File: src/design/adtp_pkg.sv
// package of constants for the second-channel trim and sample clock phase registers
// assumes a 16-bit write word at a 4-bit register address, one clock domain
package adtp_pkg;

	// =====================================================================
	// bus geometry
	localparam int ADDR_W = 4;
	localparam int DATA_W = 16;

	// =====================================================================
	// register addresses
	localparam logic [3:0] ADDR_Q_OFFSET_TRIM = 4'ha;
	localparam logic [3:0] ADDR_Q_FULL_SCALE_TRIM = 4'hb;
	localparam logic [3:0] ADDR_SAMPLE_CLOCK_FINE_DELAY = 4'he;
	localparam logic [3:0] ADDR_SAMPLE_CLOCK_COARSE_DELAY = 4'hf;

	// =====================================================================
	// power-on values of the whole words
	localparam logic [15:0] RST_Q_OFFSET_TRIM = 16'h007f;
	localparam logic [15:0] RST_Q_FULL_SCALE_TRIM = 16'h807f;
	localparam logic [15:0] RST_SAMPLE_CLOCK_FINE_DELAY = 16'h00ff;
	localparam logic [15:0] RST_SAMPLE_CLOCK_COARSE_DELAY = 16'h007f;

	// bits that software must write as ones in each word
	localparam logic [15:0] ONES_Q_OFFSET_TRIM = 16'h007f;
	localparam logic [15:0] ONES_Q_FULL_SCALE_TRIM = 16'h007f;
	localparam logic [15:0] ONES_SAMPLE_CLOCK_FINE_DELAY = 16'h00ff;
	localparam logic [15:0] ONES_SAMPLE_CLOCK_COARSE_DELAY = 16'h007f;

	// =====================================================================
	// field positions
	localparam int OFS_MAG_MSB = 15;
	localparam int OFS_MAG_LSB = 8;
	localparam int OFS_SIGN_BIT = 7;
	localparam int GAIN_MSB = 15;
	localparam int GAIN_LSB = 7;
	localparam int FINE_MSB = 15;
	localparam int FINE_LSB = 8;
	localparam int POL_BIT = 15;
	localparam int COARSE_MSB = 14;
	localparam int COARSE_LSB = 10;
	localparam int INTER_MSB = 9;
	localparam int INTER_LSB = 7;

	// =====================================================================
	// delay step sizes in picoseconds, and the width of the combined sum
	localparam int DELAY_SUM_W = 12;
	localparam logic [11:0] COARSE_STEP_PS = 12'h041;
	localparam logic [11:0] INTER_STEP_PS = 12'h00b;

endpackage

File: src/design/adtp_wr_if.sv
// write carrier between the trim register top and its word registers
// assumes the top drives it from its plain write port on the same clock
`timescale 1ns/1ps
interface adtp_wr_if;
	import adtp_pkg::*;
	logic [ADDR_W-1:0] addr;
	logic [DATA_W-1:0] data;
	logic strobe;
	modport src (output addr, output data, output strobe);
	modport dst (input addr, input data, input strobe);
endinterface

File: src/design/adtp_reg16.sv
// one write-only 16-bit configuration word that answers a single address
// assumes a synchronised active-low reset and a same-clock write carrier
`timescale 1ns/1ps
module adtp_reg16 import adtp_pkg::*; #(
	parameter logic [3:0] REG_ADDR = 4'h0,
	parameter logic [15:0] RST_VALUE = 16'h0000
) (
	input wire logic clk_in,
	input wire logic rst_b_in,
	adtp_wr_if.dst wr_bus,
	output logic [15:0] word_out
);

	// =====================================================================
	// word storage
	logic [15:0] word_reg;
	logic [15:0] word_next;

	// the whole word is taken as written; fixed bits are flagged, not forced
	always_comb begin
		word_next = word_reg;
		if (wr_bus.strobe && (wr_bus.addr == REG_ADDR)) begin
			word_next = wr_bus.data;
		end
	end

	// power-on value is a constant
	always_ff @(posedge clk_in or negedge rst_b_in) begin
		if (!rst_b_in) begin
			word_reg <= RST_VALUE;
		end else begin
			word_reg <= word_next;
		end
	end

	assign word_out = word_reg;

endmodule // adtp_reg16

File: src/design/adtp_trim_regs.sv
// second-channel offset and gain trim plus sample clock phase registers
// assumes a same-clock master on the write port; analog trims sit outside
//
// Contract
// - bits 15:8 of the offset word hold an unsigned offset magnitude, 00h none to FFh about 45 mV.
// - bit 7 of the offset word picks the direction, zero positive and one negative.
// - each offset magnitude step stands for about 0.176 mV of input offset.
// - after power-on the offset magnitude and direction are both zero.
// - bits 15:7 of the full-scale word hold a 9-bit linear gain code, low bits written as ones.
// - the gain code spans 20 percent either side of 700 mV, with 100000000b as nominal.
// - after power-on the gain code is 100000000b, meaning no adjustment.
// - a new gain code takes effect without starting or asking for a calibration.
// - bits 15:8 of the fine phase word give a delay code of about 0.2 ps per step.
// - after power-on the fine delay code is zero.
// - bit 15 of the coarse phase word inverts the sample clock and resets to zero.
// - bits 14:10 give a coarse delay of about 65 ps per step, zero at reset.
// - bits 9:7 give an intermediate delay of about 11 ps per step, zero at reset.
// - coarse and intermediate delays add, up to about 2.1 ns in total.
//
// Implementation choice: the plain strobed port.
`timescale 1ns/1ps
module adtp_trim_regs import adtp_pkg::*; (
	input wire logic clk_in,
	input wire logic rst_b_in,
	input wire logic [3:0] wr_addr_in,
	input wire logic [15:0] wr_data_in,
	input wire logic wr_strobe_in,
	input wire logic rd_strobe_in,
	output logic [15:0] rd_data_out,
	output logic [7:0] q_offset_mag_out,
	output logic q_offset_neg_out,
	output logic [8:0] q_gain_code_out,
	output logic [7:0] fine_delay_out,
	output logic clock_invert_select_out,
	output logic [4:0] coarse_delay_out,
	output logic [2:0] intermediate_delay_out,
	output logic [11:0] combined_delay_ps_out,
	output logic fixed_bits_error_out
);

	// =====================================================================
	// reset release
	logic [1:0] rst_sync_reg;
	logic [1:0] rst_sync_next;
	logic rst_n;

	// assertion is immediate, release waits two edges to avoid metastability
	always_comb begin
		rst_sync_next = {rst_sync_reg[0], 1'b1};
	end

	always_ff @(posedge clk_in or negedge rst_b_in) begin
		if (!rst_b_in) begin
			rst_sync_reg <= 2'h0;
		end else begin
			rst_sync_reg <= rst_sync_next;
		end
	end

	assign rst_n = rst_sync_reg[1];

	// =====================================================================
	// write carrier and word registers
	adtp_wr_if wr_bus ();

	assign wr_bus.addr = wr_addr_in;
	assign wr_bus.data = wr_data_in;
	assign wr_bus.strobe = wr_strobe_in;

	logic [15:0] offset_word;
	logic [15:0] gain_word;
	logic [15:0] fine_word;
	logic [15:0] coarse_word;

	adtp_reg16 #(
		.REG_ADDR(ADDR_Q_OFFSET_TRIM),
		.RST_VALUE(RST_Q_OFFSET_TRIM)
	) u_offset (
		.clk_in(clk_in),
		.rst_b_in(rst_n),
		.wr_bus(wr_bus),
		.word_out(offset_word)
	);

	adtp_reg16 #(
		.REG_ADDR(ADDR_Q_FULL_SCALE_TRIM),
		.RST_VALUE(RST_Q_FULL_SCALE_TRIM)
	) u_gain (
		.clk_in(clk_in),
		.rst_b_in(rst_n),
		.wr_bus(wr_bus),
		.word_out(gain_word)
	);

	adtp_reg16 #(
		.REG_ADDR(ADDR_SAMPLE_CLOCK_FINE_DELAY),
		.RST_VALUE(RST_SAMPLE_CLOCK_FINE_DELAY)
	) u_fine (
		.clk_in(clk_in),
		.rst_b_in(rst_n),
		.wr_bus(wr_bus),
		.word_out(fine_word)
	);

	adtp_reg16 #(
		.REG_ADDR(ADDR_SAMPLE_CLOCK_COARSE_DELAY),
		.RST_VALUE(RST_SAMPLE_CLOCK_COARSE_DELAY)
	) u_coarse (
		.clk_in(clk_in),
		.rst_b_in(rst_n),
		.wr_bus(wr_bus),
		.word_out(coarse_word)
	);

	// =====================================================================
	// field outputs, straight from the word flip-flops
	// offset magnitude is a plain code; the analog side scales it at about 0.176 mV a step
	assign q_offset_mag_out = offset_word[OFS_MAG_MSB:OFS_MAG_LSB];
	assign q_offset_neg_out = offset_word[OFS_SIGN_BIT];
	// gain code passes straight to the trim; no calibration request exists here
	assign q_gain_code_out = gain_word[GAIN_MSB:GAIN_LSB];
	assign fine_delay_out = fine_word[FINE_MSB:FINE_LSB];
	assign clock_invert_select_out = coarse_word[POL_BIT];
	assign coarse_delay_out = coarse_word[COARSE_MSB:COARSE_LSB];
	assign intermediate_delay_out = coarse_word[INTER_MSB:INTER_LSB];

	// =====================================================================
	// combined delay, fixed-bit check and read answer
	logic [11:0] combined_reg;
	logic [11:0] combined_next;
	logic fixed_err_reg;
	logic fixed_err_next;
	logic [15:0] rd_data_reg;
	logic [15:0] rd_data_next;
	logic [15:0] ones_mask;
	logic mapped;

	// address decode picks the mask of bits that must be written as ones
	always_comb begin
		ones_mask = 16'h0000;
		mapped = 1'b0;
		if (wr_addr_in == ADDR_Q_OFFSET_TRIM) begin
			ones_mask = ONES_Q_OFFSET_TRIM;
			mapped = 1'b1;
		end else if (wr_addr_in == ADDR_Q_FULL_SCALE_TRIM) begin
			ones_mask = ONES_Q_FULL_SCALE_TRIM;
			mapped = 1'b1;
		end else if (wr_addr_in == ADDR_SAMPLE_CLOCK_FINE_DELAY) begin
			ones_mask = ONES_SAMPLE_CLOCK_FINE_DELAY;
			mapped = 1'b1;
		end else if (wr_addr_in == ADDR_SAMPLE_CLOCK_COARSE_DELAY) begin
			ones_mask = ONES_SAMPLE_CLOCK_COARSE_DELAY;
			mapped = 1'b1;
		end
	end

	// sum in picoseconds; 31 coarse and 7 intermediate steps reach 2092 ps
	always_comb begin
		combined_next = DELAY_SUM_W'(coarse_delay_out) * COARSE_STEP_PS
			+ DELAY_SUM_W'(intermediate_delay_out) * INTER_STEP_PS;
		fixed_err_next = wr_strobe_in && mapped && ((wr_data_in & ones_mask) != ones_mask);
		// the words are write-only, so a read answers zero rather than stale data
		rd_data_next = 16'h0000;
	end

	always_ff @(posedge clk_in or negedge rst_n) begin
		if (!rst_n) begin
			combined_reg <= 12'h000;
			fixed_err_reg <= 1'b0;
			rd_data_reg <= 16'h0000;
		end else begin
			combined_reg <= combined_next;
			fixed_err_reg <= fixed_err_next;
			rd_data_reg <= rd_data_next;
		end
	end

	assign combined_delay_ps_out = combined_reg;
	assign fixed_bits_error_out = fixed_err_reg;
	assign rd_data_out = rd_data_reg;

	logic wr_ofs;
	logic wr_gain;
	logic wr_fine;
	logic wr_coarse;
	assign wr_ofs = wr_strobe_in && (wr_addr_in == ADDR_Q_OFFSET_TRIM);
	assign wr_gain = wr_strobe_in && (wr_addr_in == ADDR_Q_FULL_SCALE_TRIM);
	assign wr_fine = wr_strobe_in && (wr_addr_in == ADDR_SAMPLE_CLOCK_FINE_DELAY);
	assign wr_coarse = wr_strobe_in && (wr_addr_in == ADDR_SAMPLE_CLOCK_COARSE_DELAY);
endmodule // adtp_trim_regs

File: config.mk
export PLATFORM = sky130hd
export DESIGN_NAME = adtp_trim_regs
export DESIGN_NICKNAME = d
export VERILOG_FILES = /design/src/design/adtp_pkg.sv /design/src/design/adtp_wr_if.sv /design/src/design/adtp_reg16.sv /design/src/design/adtp_trim_regs.sv
export SDC_FILE = /design/constraint.sdc
export NUM_CORES = 1
export LEC_CHECK = 0
export ABC_AREA = 1
export BUFFER_PORTS_ARGS = -buffer_cell sky130_fd_sc_hd__buf_2
export CAP_MARGIN = 40
export CORE_AREA = 2 2 84 86
export CTS_BUF_LIST = sky130_fd_sc_hd__clkbuf_16
export DETAILED_ROUTE_END_ITERATION = 8
export DIE_AREA = 0 0 86 88
export PLACE_DENSITY = 0.78
export SLEW_MARGIN = 20
export SYNTH_ARGS = -nofsm -noshare
export SYNTH_HDL_FRONTEND = slang
export SYNTH_SLANG_ARGS = --single-unit
File: constraint.sdc
create_clock -name clk_in -period 1.4 [get_ports clk_in]
set_input_delay 0.21 -clock clk_in [delete_from_list [all_inputs] [get_ports clk_in]]
set_output_delay 0.21 -clock clk_in [all_outputs]
set_load 0.005 [all_outputs]
==> impl_metrics.env <==
export IMPL_required_ps=1630
export IMPL_yosys_cell_types_count=25
export IMPL_synth_area_mm2=0.00257
export IMPL_drive_gt1_frac=0.444
export IMPL_ant_nets=0
export IMPL_fin_cells=454
export IMPL_numCtsBuffers=5
export IMPL_setup_tns_ps=-9890
export IMPL_antenna_found_initial=0
export IMPL_met3_usage=0.0452
export IMPL_std_cell_rows=30
export IMPL_avgViaCountPerCell=4.60
export IMPL_status="complete, but fails checks"
export IMPL_grt_pass1_wl_um=9490
export IMPL_worstSetupEndpointType="register"
export IMPL_finClkSkew_ps=9.28
export IMPL_period_minus_slack_ps=2520
export IMPL_fin_hold_ws_ps=142
export IMPL_ys_seq_elements=50
export IMPL_gp_congestion=0.905
export IMPL_hpwl_um=4480
export IMPL_area_growth_pct=39.5
export IMPL_io_buffer_count=70
export IMPL_path_clk_slew_ps=70
export IMPL_die_h_um=88
export IMPL_grt_busiest_layer="met2"
export IMPL_cts_sinks=50
export IMPL_core_area_mm2=0.00664
export IMPL_drcViolationCount=0
export IMPL_synth_top_area_frac=0.476
export IMPL_post_drt_wl_per_cell_um=13.4
export IMPL_tritoncts="built"
export IMPL_gr_usage_met1=0.186
export IMPL_cts_path_max_buffers=2
export IMPL_syn_avg_cell_area_um2=9.36
export IMPL_grt_usage=0.162
export IMPL_crit_type="reg2reg"
export IMPL_place_ws_ps=-1140
export IMPL_rsz0062_at_grt="true"
export IMPL_fin_ws_ps=-1120
export IMPL_seq_area_frac_synth=0.487
export IMPL_hold_violations=0
export IMPL_dp_cells=441
export IMPL_fp_dieW_um=86
export IMPL_die_area_mm2=0.00757
export IMPL_peakVddDrop_mv=0.800
export IMPL_critPathLaunchType="register"
export IMPL_holdCritPathClass="in2reg"
export IMPL_grtUsageMet2=0.296
export IMPL_via_count=2090
export IMPL_first_iter_violations=82
export IMPL_finalCritPeriodShare=1.80
export IMPL_max_cap_violations=0
export IMPL_initial_utilization=0.387
export IMPL_htreeDepth=2
export IMPL_firstDrtPassIters=4
export IMPL_ys_top_cells_by_area="dfrtp_1, ha_1, nand2_1, inv_1, buf_4"
export IMPL_wirelength_um=6090
export IMPL_fmax_mhz=397
export IMPL_violations="negative setup slack"
export IMPL_ios=88
export IMPL_antenna_cells=0
export IMPL_root_buffer="clkbuf_16"
export IMPL_grt_max_degree=36
export IMPL_insertion_delay_ps=300
export IMPL_p_total_mw=7.57
export IMPL_num_nets_final=419
export IMPL_synth_top_area_cell="dfrtp_1"
export IMPL_largest_reg_flops=12
export IMPL_drv_slew=0
export IMPL_grt_pass1_vias=2059
export IMPL_netlist_instances=275
export IMPL_setup_violations_final=10
export IMPL_cp_max_fo=4
export IMPL_power_leakage_nw=1.85
export IMPL_ys_warn_count=0
export IMPL_overflow=0
export IMPL_p_per_area_mw_per_mm2=2110
export IMPL_arrival_ps=2750
[cells in the final DEF (no fill, tap or decap), drive strengths merged]
master,synthesis,final
a21oi,9,9
buf,19,96
clkbuf,2,5
clkinvlp,0,1
conb,2,17
dfrtp,49,49
dfstp,1,1
dlygate4sd3,0,1
fa,4,4
ha,18,18
inv,42,44
nand2,62,62
nand3,16,16
nand4,2,2
nor2,12,12
nor3,4,4
o21ai,30,30
xnor2,1,1
xor2,2,2
[critical path, stage by stage, from the launching register on]
cell and delay [ps]:
dfrtp_2 460, ha_4 280, inv_2 30, fa_1 510, inv_2 50, ha_4 230, buf_4 130, buf_6 110
ha_4 270, nand2_2 50, nand2_2 80, nand3_4 80, nand2_2 80, nand3_2 60, nand2_2 60
[metal layers]
metal / vias up / part of all wire
met3: 4 / 0.060
li1: 1034 / -
met2: 75 / 0.53
met4: 0 / 0.0067
met1: 977 / 0.40
met5: - / 0
[path summary, 6_finish.rpt]
check                                      from                       end  slack (ps)  cells after the start
max                        u_coarse.word_out[9]  combined_delay_ps_out[9]       -1120                     14
min                               wr_data_in[7]        u_gain.word_out[7]         140                      3
max reg2reg                u_coarse.word_out[9]  combined_delay_ps_out[9]       -1120                     14
min reg2reg                     rst_sync_reg[1]  combined_delay_ps_out[0]         180                      0
max in group asynchronous       rst_sync_reg[1]       u_gain.word_out[15]         650                      1
min in group asynchronous       rst_sync_reg[1]  combined_delay_ps_out[0]         180                      0
[cell type report]
cell class,count,area [um^2]
timing repair buffer,97,583
clock inverter,3,27.5
tap,80,100
fill,591,3050
multi-input combinational,177,1340
inverter,42,158
clock buffer,5,125
sequential,50,1260
[power by group]
group	leakage [nW]	internal (mW)	switching [mW]
sequential	0.603	1.86	0.196
clock	0.0723	0.682	0.585
combinational	1.17	2.24	2.01
total	1.85	4.78	2.79
[cell usage after synthesis]
library cell  number
clkbuf_2           1
nor3_4             1
ha_1              18
nand2_1           59
conb_1             2
fa_1               4
o21ai_0           21
o21ai_2            9
xnor2_1            1
buf_4             17
inv_1             42
nand4_1            2
buf_6              2
nor3_2             2
nand3_2            2
a21oi_1            9
clkbuf_1           1
xor2_1             2
nor2_1            11
nor2_4             1
nor3_1             1
nand2_2            3
dfrtp_1           49
nand3_1           14
dfstp_2            1
[metrics by stage]
step | utilization | instance area, um^2
global placement | 0.484 | 3210
CTS | 0.529 | 3520
detailed placement | 0.484 | 3210
floorplan | - | 2750
global route | 0.540 | 3590
finish | 0.540 | 3590
[cell families (layout without fill, tap and decap cells)]
kind of cell               count (synthesis)  count (layout)  synth area share
AOI/OAI and AO/OA                         39              39            0.0890
xor gates and xnor gates                   3               3            0.0102
adders and majority gates                 22              22             0.119
buffers and inverters                     63             147             0.123
DFF                                       50              50             0.487
other                                      2              17           0.00292
and+or+nand+nor                           96              96             0.170
[repair_timing]
item,in CTS,in global routing
endpoints found under the setup margin,10,11
hold buffers,1,0
setup buffers,3,2
pin swaps,15,10
hold endpoints to repair,2,0
gates resized for setup,17,15
Power figures use the tool's default switching activity.
